==> src/wear_pkg.sv <==
/*
  Shared constants and state type of the breaker wear monitor.
  Assumes a 100 MHz clock and an APB master with 32-bit data.
*/
package wear_pkg;
  // ==========================================================
  // timing
  localparam int CLK_PERIOD_NS = 10;
  localparam int STAMP_RES_MS = 1;
  localparam int STAMP_CYCLES = STAMP_RES_MS * 1000000 / CLK_PERIOD_NS;
  // ==========================================================
  // register byte offsets
  localparam logic [7:0] OFS_CTRL = 8'h00;
  localparam logic [7:0] OFS_CMD = 8'h04;
  localparam logic [7:0] OFS_OPS1 = 8'h08;
  localparam logic [7:0] OFS_OPS2 = 8'h0c;
  localparam logic [7:0] OFS_NOMINAL_BREAK_CURRENT = 8'h10;
  localparam logic [7:0] OFS_MAX_BREAK_CURRENT = 8'h14;
  localparam logic [7:0] OFS_SET1 = 8'h18;
  localparam logic [7:0] OFS_SET2 = 8'h1c;
  localparam logic [7:0] OFS_COND = 8'h20;
  localparam logic [7:0] OFS_BRKCNT = 8'h24;
  localparam logic [7:0] OFS_A1CNT = 8'h28;
  localparam logic [7:0] OFS_A2CNT = 8'h2c;
  localparam logic [7:0] OFS_LEFT1 = 8'h30;
  localparam logic [7:0] OFS_LEFT2 = 8'h34;
  localparam logic [7:0] OFS_LEFT3 = 8'h38;
  localparam logic [7:0] OFS_INTSTAT = 8'h3c;
  localparam logic [7:0] OFS_INTMASK = 8'h40;
  // ==========================================================
  // fields and defaults
  localparam int CTRL_A1EN = 0;
  localparam int CTRL_A2EN = 1;
  localparam int CTRL_FEN = 2;
  localparam int CTRL_FVAL = 3;
  localparam int CTRL_TSEL = 8;
  localparam int CMD_CLRCNT = 0;
  localparam int CMD_RELOAD = 1;
  localparam logic [17:0] OPS1_DEF = 18'h0_c350;
  localparam logic [17:0] OPS2_DEF = 18'h0_0064;
  localparam logic [13:0] NOMINAL_BREAK_CURRENT_DEF = 14'h0064;
  localparam logic [13:0] MAX_BREAK_CURRENT_DEF = 14'h07d0;
  localparam logic [17:0] SET1_DEF = 18'h0_03e8;
  localparam logic [17:0] SET2_DEF = 18'h0_0064;
  localparam logic [5:0] DIV_BITS = 6'h20;
  // status codes and event codes (also interrupt bit positions)
  localparam logic [1:0] COND_NORMAL = 2'h0;
  localparam logic [1:0] COND_A1 = 2'h1;
  localparam logic [1:0] COND_A2 = 2'h2;
  localparam int EV_TRIG = 0;
  localparam int EV_A1ON = 1;
  localparam int EV_A1OFF = 2;
  localparam int EV_A2ON = 3;
  localparam int EV_A2OFF = 4;
  localparam int EV_NUM = 5;

  typedef enum logic [1:0] {
    ST_IDLE = 2'b00,
    ST_LOAD = 2'b01,
    ST_DIV = 2'b10,
    ST_APPLY = 2'b11
  } calc_type;

  typedef struct packed {
    logic pready;
    logic pslverr;
    logic [31:0] prdata;
    logic a1En;
    logic a2En;
    logic forceEn;
    logic [1:0] forceVal;
    logic [2:0] trigSel;
    logic [17:0] ops1;
    logic [17:0] ops2;
    logic [13:0] nominal_break_current;
    logic [13:0] max_break_current;
    logic [17:0] set1;
    logic [17:0] set2;
    logic [2:0][17:0] left;
    logic [31:0] brkCnt;
    logic [31:0] a1Cnt;
    logic [31:0] a2Cnt;
    logic [EV_NUM-1:0] intStat;
    logic [EV_NUM-1:0] intMask;
    logic [EV_NUM-1:0] evtPend;
    logic alarm1;
    logic alarm2;
    logic irq;
    logic trigPrev;
    logic [2:0][13:0] cur;
    logic [1:0] phase;
    calc_type st;
    logic [31:0] quo;
    logic [32:0] rem;
    logic [31:0] den;
    logic [5:0] bitCnt;
    logic evtValid;
    logic [2:0] evtCode;
    logic [31:0] evtStamp;
    logic [16:0] msPre;
    logic [31:0] msCnt;
  } state_type;
endpackage : wear_pkg

==> src/breaker_wear_monitor.sv <==
/*
  Breaker wear monitor: APB registers, wear deduction per phase,
  two alarm stages, counters, time-stamped events and interrupt.
  Assumes relay outputs and RMS currents come from same-clock logic.
*/
// Register access over APB and the address map were decided locally.
// Summary of operation
// - capture all three phase currents on each breaker open command that arrives while idle
// - per phase, derive consumed operations and subtract from remaining total
// - each alarm threshold shared by phases; alarm when any count below it
// - a setting selects which relay output acts as the open trigger
// - alarm on and off events go out with a 1 ms time stamp
// - clearable counters of open operations and of both alarm activations
// - each phase's remaining operations is readable
// - wear uses the RMS currents of phases one to three, 5 ms refresh
// - force setting drives status normal, alarm 1 or alarm 2 when forcing on
// - two operating points, defaults 50 000 and 100 operations
// - currents in 0.01 kA steps, defaults 1 kA and 20 kA
// - alarm 1 enable defaults off, threshold default 1 000
// - alarm 2 enable defaults off, threshold default 100
// - settings change only by a direct register write
`timescale 1ns/100ps
`default_nettype none
module breaker_wear_monitor #(
  parameter int MS_CYCLES = wear_pkg::STAMP_CYCLES
) (
  input wire logic clk,
  input wire logic rst_n,
  input wire logic psel,
  input wire logic penable,
  input wire logic pwrite,
  input wire logic [7:0] paddr,
  input wire logic [31:0] pwdata,
  output logic pready,
  output logic [31:0] prdata,
  output logic pslverr,
  input wire logic [7:0] relayOutputs,
  input wire logic [13:0] phase_one_rms_current,
  input wire logic [13:0] phase_two_rms_current,
  input wire logic [13:0] phase_three_rms_current,
  output logic alarm1,
  output logic alarm2,
  output logic irq,
  output logic evtValid,
  output logic [2:0] evtCode,
  output logic [31:0] evtStamp
);
  wear_pkg::state_type s_ff;
  wear_pkg::state_type nxt_s;

  logic done;
  logic trig;
  logic below1;
  logic below2;
  logic rawA1;
  logic rawA2;
  logic [13:0] ic;
  logic [31:0] num;
  logic [32:0] shifted;
  logic [31:0] deduct;
  logic [31:0] rdata;
  logic hit;
  localparam int EV_BITS = wear_pkg::EV_NUM;
  logic [EV_BITS-1:0] evNew;

  // ==========================================================
  // combinational helpers
  always_comb
  begin
    trig = relayOutputs[s_ff.trigSel];
    below1 = 1'b0;
    below2 = 1'b0;
    for (int p = 0; p < 3; p++)
    begin
      below1 = below1 | (s_ff.left[p] < s_ff.set1);
      below2 = below2 | (s_ff.left[p] < s_ff.set2);
    end
    // forcing overrides the comparators entirely
    if (s_ff.forceEn)
    begin
      rawA1 = s_ff.forceVal == wear_pkg::COND_A1;
      rawA2 = s_ff.forceVal == wear_pkg::COND_A2;
    end
    else
    begin
      rawA1 = s_ff.a1En & below1;
      rawA2 = s_ff.a2En & below2;
    end
    // current clamped into the characteristic's range
    ic = s_ff.cur[s_ff.phase];
    if (ic < s_ff.nominal_break_current)
      ic = s_ff.nominal_break_current;
    if (ic > s_ff.max_break_current)
      ic = s_ff.max_break_current;
    // operands widened first so the product cannot wrap at operand width
    num = (s_ff.ops1 > s_ff.ops2)
          ? {18'h0_0000, ic - s_ff.nominal_break_current} * {14'h0000, s_ff.ops1 - s_ff.ops2}
          : 32'h0000_0000;
    shifted = {s_ff.rem[31:0], s_ff.quo[31]};
    deduct = s_ff.quo + 32'h0000_0001;
    done = psel & penable & s_ff.pready;
  end

  // ==========================================================
  // register read mux
  always_comb
  begin
    hit = 1'b1;
    rdata = 32'h0000_0000;
    unique case (paddr)
      wear_pkg::OFS_CTRL: rdata = 32'({s_ff.trigSel, 3'h0, s_ff.forceVal, s_ff.forceEn,
                                       s_ff.a2En, s_ff.a1En});
      wear_pkg::OFS_CMD: rdata = 32'h0000_0000;
      wear_pkg::OFS_OPS1: rdata = 32'(s_ff.ops1);
      wear_pkg::OFS_OPS2: rdata = 32'(s_ff.ops2);
      wear_pkg::OFS_NOMINAL_BREAK_CURRENT: rdata = 32'(s_ff.nominal_break_current);
      wear_pkg::OFS_MAX_BREAK_CURRENT: rdata = 32'(s_ff.max_break_current);
      wear_pkg::OFS_SET1: rdata = 32'(s_ff.set1);
      wear_pkg::OFS_SET2: rdata = 32'(s_ff.set2);
      wear_pkg::OFS_COND: rdata = 32'({s_ff.st != wear_pkg::ST_IDLE,
                                       s_ff.alarm2 ? wear_pkg::COND_A2 :
                                       s_ff.alarm1 ? wear_pkg::COND_A1 : wear_pkg::COND_NORMAL});
      wear_pkg::OFS_BRKCNT: rdata = s_ff.brkCnt;
      wear_pkg::OFS_A1CNT: rdata = s_ff.a1Cnt;
      wear_pkg::OFS_A2CNT: rdata = s_ff.a2Cnt;
      wear_pkg::OFS_LEFT1: rdata = 32'(s_ff.left[0]);
      wear_pkg::OFS_LEFT2: rdata = 32'(s_ff.left[1]);
      wear_pkg::OFS_LEFT3: rdata = 32'(s_ff.left[2]);
      wear_pkg::OFS_INTSTAT: rdata = 32'(s_ff.intStat);
      wear_pkg::OFS_INTMASK: rdata = 32'(s_ff.intMask);
      default: hit = 1'b0;
    endcase
  end

  // ==========================================================
  // next state
  always_comb
  begin
    nxt_s = s_ff;
    evNew = '0;
    nxt_s.evtValid = 1'b0;
    // apb: answer one cycle into the access phase
    nxt_s.pready = psel & penable & ~s_ff.pready;
    if (psel & penable & ~s_ff.pready)
    begin
      nxt_s.prdata = pwrite ? 32'h0000_0000 : rdata;
      nxt_s.pslverr = ~hit;
    end
    // only a bus write reaches the settings; no group switching exists
    if (done & pwrite)
    begin
      unique case (paddr)
        wear_pkg::OFS_CTRL:
        begin
          nxt_s.a1En = pwdata[wear_pkg::CTRL_A1EN];
          nxt_s.a2En = pwdata[wear_pkg::CTRL_A2EN];
          nxt_s.forceEn = pwdata[wear_pkg::CTRL_FEN];
          nxt_s.forceVal = pwdata[wear_pkg::CTRL_FVAL +: 2];
          nxt_s.trigSel = pwdata[wear_pkg::CTRL_TSEL +: 3];
        end
        wear_pkg::OFS_CMD:
        begin
          if (pwdata[wear_pkg::CMD_CLRCNT])
          begin
            nxt_s.brkCnt = '0;
            nxt_s.a1Cnt = '0;
            nxt_s.a2Cnt = '0;
          end
          if (pwdata[wear_pkg::CMD_RELOAD])
            nxt_s.left = {3{s_ff.ops1}};
        end
        wear_pkg::OFS_OPS1: nxt_s.ops1 = pwdata[17:0];
        wear_pkg::OFS_OPS2: nxt_s.ops2 = pwdata[17:0];
        wear_pkg::OFS_NOMINAL_BREAK_CURRENT: nxt_s.nominal_break_current = pwdata[13:0];
        wear_pkg::OFS_MAX_BREAK_CURRENT: nxt_s.max_break_current = pwdata[13:0];
        wear_pkg::OFS_SET1: nxt_s.set1 = pwdata[17:0];
        wear_pkg::OFS_SET2: nxt_s.set2 = pwdata[17:0];
        wear_pkg::OFS_INTMASK: nxt_s.intMask = pwdata[EV_BITS-1:0];
        default: nxt_s.left = nxt_s.left;
      endcase
    end

    // open command edge; a new one during a calculation is counted and raises the trigger event, but is not captured
    nxt_s.trigPrev = trig;
    if (trig & ~s_ff.trigPrev)
    begin
      nxt_s.brkCnt = nxt_s.brkCnt + 32'h0000_0001;
      evNew[wear_pkg::EV_TRIG] = 1'b1;
      if (s_ff.st == wear_pkg::ST_IDLE)
      begin
        nxt_s.cur = {phase_three_rms_current, phase_two_rms_current,
                     phase_one_rms_current};
        nxt_s.phase = 2'h0;
        nxt_s.st = wear_pkg::ST_LOAD;
      end
    end

    // deduction = 1 + (I-Nominal_break_current)(Ops1-Ops2) / (Ops2 (Max_break_current-Nominal_break_current)), linear in current
    unique case (s_ff.st)
      wear_pkg::ST_IDLE: nxt_s.bitCnt = '0;
      wear_pkg::ST_LOAD:
      begin
        nxt_s.quo = num;
        nxt_s.rem = '0;
        nxt_s.den = {14'h0000, s_ff.ops2} * {18'h0_0000, s_ff.max_break_current - s_ff.nominal_break_current};
        nxt_s.bitCnt = wear_pkg::DIV_BITS;
        nxt_s.st = wear_pkg::ST_DIV;
      end
      wear_pkg::ST_DIV:
      begin
        nxt_s.bitCnt = s_ff.bitCnt - 6'h01;
        if (s_ff.den == 32'h0000_0000)
        begin
          // degenerate characteristic: one operation per opening
          nxt_s.quo = '0;
          nxt_s.st = wear_pkg::ST_APPLY;
        end
        else
        begin
          if (shifted >= {1'b0, s_ff.den})
          begin
            nxt_s.rem = shifted - {1'b0, s_ff.den};
            nxt_s.quo = {s_ff.quo[30:0], 1'b1};
          end
          else
          begin
            nxt_s.rem = shifted;
            nxt_s.quo = {s_ff.quo[30:0], 1'b0};
          end
          if (s_ff.bitCnt == 6'h01)
            nxt_s.st = wear_pkg::ST_APPLY;
        end
      end
      wear_pkg::ST_APPLY:
      begin
        // saturates at zero rather than wrapping
        nxt_s.left[s_ff.phase] = (deduct >= 32'(nxt_s.left[s_ff.phase])) ? 18'h0_0000
          : 18'(32'(nxt_s.left[s_ff.phase]) - deduct);
        nxt_s.phase = s_ff.phase + 2'h1;
        nxt_s.st = (s_ff.phase == 2'h2) ? wear_pkg::ST_IDLE : wear_pkg::ST_LOAD;
      end
    endcase

    // alarms and their on/off events
    nxt_s.alarm1 = rawA1;
    nxt_s.alarm2 = rawA2;
    evNew[wear_pkg::EV_A1ON] = rawA1 & ~s_ff.alarm1;
    evNew[wear_pkg::EV_A1OFF] = ~rawA1 & s_ff.alarm1;
    evNew[wear_pkg::EV_A2ON] = rawA2 & ~s_ff.alarm2;
    evNew[wear_pkg::EV_A2OFF] = ~rawA2 & s_ff.alarm2;
    if (evNew[wear_pkg::EV_A1ON])
      nxt_s.a1Cnt = nxt_s.a1Cnt + 32'h0000_0001;
    if (evNew[wear_pkg::EV_A2ON])
      nxt_s.a2Cnt = nxt_s.a2Cnt + 32'h0000_0001;

    // one event per cycle, lowest code first; pending set wins over issue
    for (int e = EV_BITS - 1; e >= 0; e--)
      if (s_ff.evtPend[e])
      begin
        nxt_s.evtValid = 1'b1;
        nxt_s.evtCode = 3'(e);
      end
    if (nxt_s.evtValid)
      nxt_s.evtPend[nxt_s.evtCode] = 1'b0;
    nxt_s.evtPend = nxt_s.evtPend | evNew;
    nxt_s.evtStamp = s_ff.msCnt;

    // millisecond time base
    if (s_ff.msPre == 17'(MS_CYCLES - 1))
    begin
      nxt_s.msPre = '0;
      nxt_s.msCnt = s_ff.msCnt + 32'h0000_0001;
    end
    else
      nxt_s.msPre = s_ff.msPre + 17'h0_0001;

    // sticky status, cleared by reading it; a new event wins
    if (done & ~pwrite & (paddr == wear_pkg::OFS_INTSTAT))
      nxt_s.intStat = '0;
    nxt_s.intStat = nxt_s.intStat | evNew;
    nxt_s.irq = |(s_ff.intStat & s_ff.intMask);

    if (!rst_n)
    begin
      nxt_s = '0;
      nxt_s.st = wear_pkg::ST_IDLE;
      nxt_s.ops1 = wear_pkg::OPS1_DEF;
      nxt_s.ops2 = wear_pkg::OPS2_DEF;
      nxt_s.nominal_break_current = wear_pkg::NOMINAL_BREAK_CURRENT_DEF;
      nxt_s.max_break_current = wear_pkg::MAX_BREAK_CURRENT_DEF;
      nxt_s.set1 = wear_pkg::SET1_DEF;
      nxt_s.set2 = wear_pkg::SET2_DEF;
      nxt_s.left = {3{wear_pkg::OPS1_DEF}};
    end
  end

  always_ff @(posedge clk)
    s_ff <= nxt_s;

  assign pready = s_ff.pready;
  assign prdata = s_ff.prdata;
  assign pslverr = s_ff.pslverr;
  assign alarm1 = s_ff.alarm1;
  assign alarm2 = s_ff.alarm2;
  assign irq = s_ff.irq;
  assign evtValid = s_ff.evtValid;
  assign evtCode = s_ff.evtCode;
  assign evtStamp = s_ff.evtStamp;

  // ==========================================================
  // checks
  AST_A1_PICKUP: assert property (@(posedge clk) disable iff (!rst_n)
    (!s_ff.forceEn && s_ff.a1En && below1) |=> alarm1) else $error("alarm 1 missed");
  AST_A1_DROP: assert property (@(posedge clk) disable iff (!rst_n)
    (!s_ff.forceEn && !(s_ff.a1En && below1)) |=> !alarm1) else $error("alarm 1 stuck");
  AST_FORCE_A2: assert property (@(posedge clk) disable iff (!rst_n)
    (s_ff.forceEn && s_ff.forceVal == wear_pkg::COND_A2) |=> (alarm2 && !alarm1))
    else $error("force status ignored");
  AST_BRK_COUNT: assert property (@(posedge clk) disable iff (!rst_n)
    (trig && !s_ff.trigPrev && !(done && pwrite)) |=> s_ff.brkCnt == $past(s_ff.brkCnt) + 1)
    else $error("open count wrong");
  AST_CALC_BOUND: assert property (@(posedge clk) disable iff (!rst_n)
    (s_ff.st == wear_pkg::ST_LOAD && s_ff.phase == 2'h0) |-> ##[100:110]
    s_ff.st == wear_pkg::ST_IDLE) else $error("wear calculation length wrong");
  AST_LEFT_DOWN: assert property (@(posedge clk) disable iff (!rst_n)
    !(done && pwrite) |=> s_ff.left[0] <= $past(s_ff.left[0])) else $error("count rose");
  AST_EVT_A1ON: assert property (@(posedge clk) disable iff (!rst_n)
    $rose(alarm1) |-> ##[1:6] (evtValid && evtCode == 3'(wear_pkg::EV_A1ON)))
    else $error("alarm 1 on event missing");
  AST_APB_ANSWER: assert property (@(posedge clk) disable iff (!rst_n)
    (psel && penable && !pready) |=> pready ##1 !pready) else $error("apb answer wrong");
  AST_RELOAD: assert property (@(posedge clk) disable iff (!rst_n)
    (done && pwrite && paddr == wear_pkg::OFS_CMD && pwdata[wear_pkg::CMD_RELOAD]
     && s_ff.st == wear_pkg::ST_IDLE) |=> s_ff.left[2] == s_ff.ops1)
    else $error("reload failed");
endmodule : breaker_wear_monitor
`default_nettype wire

==> config.mk <==
export PLATFORM = sky130hd
export DESIGN_NAME = breaker_wear_monitor
export DESIGN_NICKNAME = d
export VERILOG_FILES = /design/src/wear_pkg.sv /design/src/breaker_wear_monitor.sv
export SDC_FILE = /design/constraint.sdc
export NUM_CORES = 2
export LEC_CHECK = 0
export BUFFER_PORTS_ARGS = -buffer_cell sky130_fd_sc_hd__buf_2
export CORE_MARGIN = 4
export CORE_UTILIZATION = 35
export CTS_BUF_LIST = sky130_fd_sc_hd__clkbuf_4
export CTS_CLUSTER_DIAMETER = 120
export DETAILED_ROUTE_END_ITERATION = 8
export MAX_ROUTING_LAYER = met4
export PLACE_DENSITY_LB_ADDON = 0.08
export SYNTH_ARGS = -nofsm -noshare
export SYNTH_HDL_FRONTEND = slang
export SYNTH_SLANG_ARGS = --single-unit
==> constraint.sdc <==
create_clock -name clk -period 22.4 [get_ports clk]
set_input_delay 2.24 -clock clk [delete_from_list [all_inputs] [get_ports clk]]
set_output_delay 2.24 -clock clk [all_outputs]
set_load 0.01 [all_outputs]
==> results by group <==
Run status
  • Status: finished clean

Floorplan
  • FP Rows: 136
  • Ports: 168
  • Width of the chip: 382 um
  • Die area: 146000 um^2
  • Initial Utilization: 0.354
  • Chip Height: 382 um
  • Core outline area: 138000 um^2

Placed design
  • Placer Congestion: 0.924
  • PortBufs: 153
  • HPWL Detailed: 129000 um

Synth
  • Average size of a mapped cell: 8.17 um^2
  • Number of synthesized register bits: 544
  • Commonest cells post-synth: nand2_1, inv_1, dfxtp_1
  • EDFF count, synth: 0
  • Async S/R FF share, synth: 0
  • Most common cell in the netlist: nand2_1
  • Synth area leader: dfxtp_1
  • Syn Nets: 6907
  • Post-synthesis cell type count: 88
  • Register area share after synthesis: 0.223
  • Synth warn: 0
  • Share of the synthesized area in the top cell type: 0.223
  • Post-Syn Area: 48900 um^2
  • Synth area leaders: dfxtp_1, fa_1, ha_1
  • Post-Synthesis Cells: 5979
  • Top FF cell, synth: dfxtp_1

Drt
  • Length of the first detailed-routing pass in iterations: 7
  • Avg WL per Cell: 21.2 um
  • Drt first-iter violations: 3168
  • Routed Antenna Nets: 0
  • Vias per std cell: 5.33
  • DR DRC count: 0
  • Routed WL: 171000 um
  • Via count: 42900

STA
  • Worst rel slew slack: 0.143
  • Post-layout min period: 14.31 ns
  • Final setup vio count: 0
  • Fmax: 69.9 MHz
  • Worst-margin pin slew: 1.27 ns
  • Fin crit share: 0.639
  • Final hold vios: 0
  • Hold WS: 0.423 ns
  • Setup_tns: 0 ns
  • Fin. max-slew vios: 0
  • RSZ-0062 raised after global routing: no
  • Worst Skew: 0.115 ns

Layout
  • Share of post-route cells with drive strength above 1: 0.0985
  • Nets: 6979
  • Area growth syn-to-layout: 9.22%
  • Final Util: 0.386
  • Fill cells: 14600

Job
  • Max Cap Violations: 0

Critical path
  • CP most frequent cell: o21ai_0
  • R2R depth: 54
  • Reg-to-Reg Start: s_ff[190]
  • Critical Path Sink Type: flip-flop
  • Worst r2r dst: s_ff[186]
  • Reg2reg setup slack: 8.09 ns
  • Worst Path Buf+Inv: 5
  • Crit-path slowest cell: xor2_1
  • Setup CP Type: flip-flop to flip-flop
  • Slowest stage delay, CP: 0.84 ns
  • CP Max Fanout: 19
  • Top delay family on crit path: compound AO/OA/AOI/OAI gates
  • Critical path required time: 23.34 ns
  • Crit start category: flip-flop
  • CP arrival: 15.25 ns

CTS
  • Post-CTS Repair Setup Buffers: 0
  • Clock H-tree levels: 4
  • CTS tree: built
  • TritonCTS buffer count: 161
  • Clock latency on the worst-skew pair: 1.17 ns
  • Clock tree sinks: 544
  • Clk slew on worst S/H paths: 0.07 ns
  • CTS Hold Bufs: 0
  • Post-CTS Resized: 0
  • Root Buffer Master: clkbuf_4
  • Bufs on Longest Clock Path: 3

Global route
  • First-pass GRT wire length: 262000 um
  • Largest net degree at the start of global routing: 84
  • Tot GR Track Use: 0.239
  • Antenna violations before repair: 6
  • Grt ovf: 0
  • Vias in the first global route: 42800

Worst hold path
  • Hold Path End: s_ff[238]
  • Worst hold stages: 1
  • Hold WC Path Type: flip-flop to flip-flop
  • Min-delay src: s_ff[234]
-- metrics by stage --
step,instance area (um^2),worst slack (ns),cells
2_1_floorplan,48900,9.67,5979
4_1_cts,53400,7.99,8037
6_report,53400,8.09,8046
3_3_place_gp,51300,8.10,7751
3_5_place_dp,51300,8.07,7751
5_1_grt,53400,6.82,8045
-- area by class of cell --
cell class / instances / area [um^2] / share of cell area
multi-input combinational: 4500 / 34300 / 0.642
sequential: 544 / 10900 / 0.204
tap: 1863 / 2330 / 0.0437
inverter: 587 / 2210 / 0.0414
clock buffer: 240 / 1800 / 0.0338
timing repair buffer: 257 / 1550 / 0.0290
clock inverter: 46 / 279 / 0.00523
antenna: 9 / 22.5 / 0.000422
-- metal layers --
layer | up-vias | part of all wire | track usage
met4 | 0 | 0.026 | 0.0683
met3 | 232 | 0.053 | 0.0336
met2 | 1071 | 0.45 | 0.369
li1 | 20500 | - | -
met1 | 21100 | 0.47 | 0.326
met5 | - | 0 | -
-- layout by cell type (no fill, tap or decap), drive strengths merged, types with 99 or more instances in the layout --
cell type	count
inv	591
and2	196
a21oi	417
o21ai	256
nand3	127
ha	450
dfxtp	544
a21o	107
nor2	376
fa	383
buf	257
nand2	898
mux2i	99
xnor2	127
clkbuf	240
-- sequential cells by signal (all words and copies together) (netlist names) --
name and count:
s_ff 471, alarm2 1, evtCode 3, pready 1, prdata 32, evtStamp 32
alarm1 1, irq 1, evtValid 1, pslverr 1
-- logic make-up after synthesis --
logic type	share of synthesized area
XOR/XNOR	0.0403
multiplexers	0.0288
flip-flops	0.223
AND/OR/NAND/NOR	0.196
buffers and inverters	0.0773
adder cells (fa/ha/maj)	0.272
AO/OA/AOI/OAI	0.163
-- worst max-delay path by stage --
stage,from,to,slack (ns),cells past startpoint
detailed placement,s_ff[190],s_ff[186],8.07,55
global placement,s_ff[190],s_ff[186],8.10,55
floorplan,s_ff[190],s_ff[186],9.67,57
finish,s_ff[190],s_ff[186],8.09,54
CTS,s_ff[190],s_ff[186],7.99,52
global route,s_ff[190],s_ff[184],6.82,55
-- worst reg2reg max path, delay by kind of cell (launching register included) --
kind / cells / cell delay [ns]
buffers and inverters: 5 / 0.91
xor gates and xnor gates: 2 / 1.07
DFF: 1 / 0.73
and+or+nand+nor: 8 / 1.12
AOI/OAI and AO/OA: 28 / 5.43
adders and majority gates: 11 / 4.85
Power is left out: the tool's default activity adds up to more than one toggle a clock period on the data nets, which glitch-free logic cannot reach.
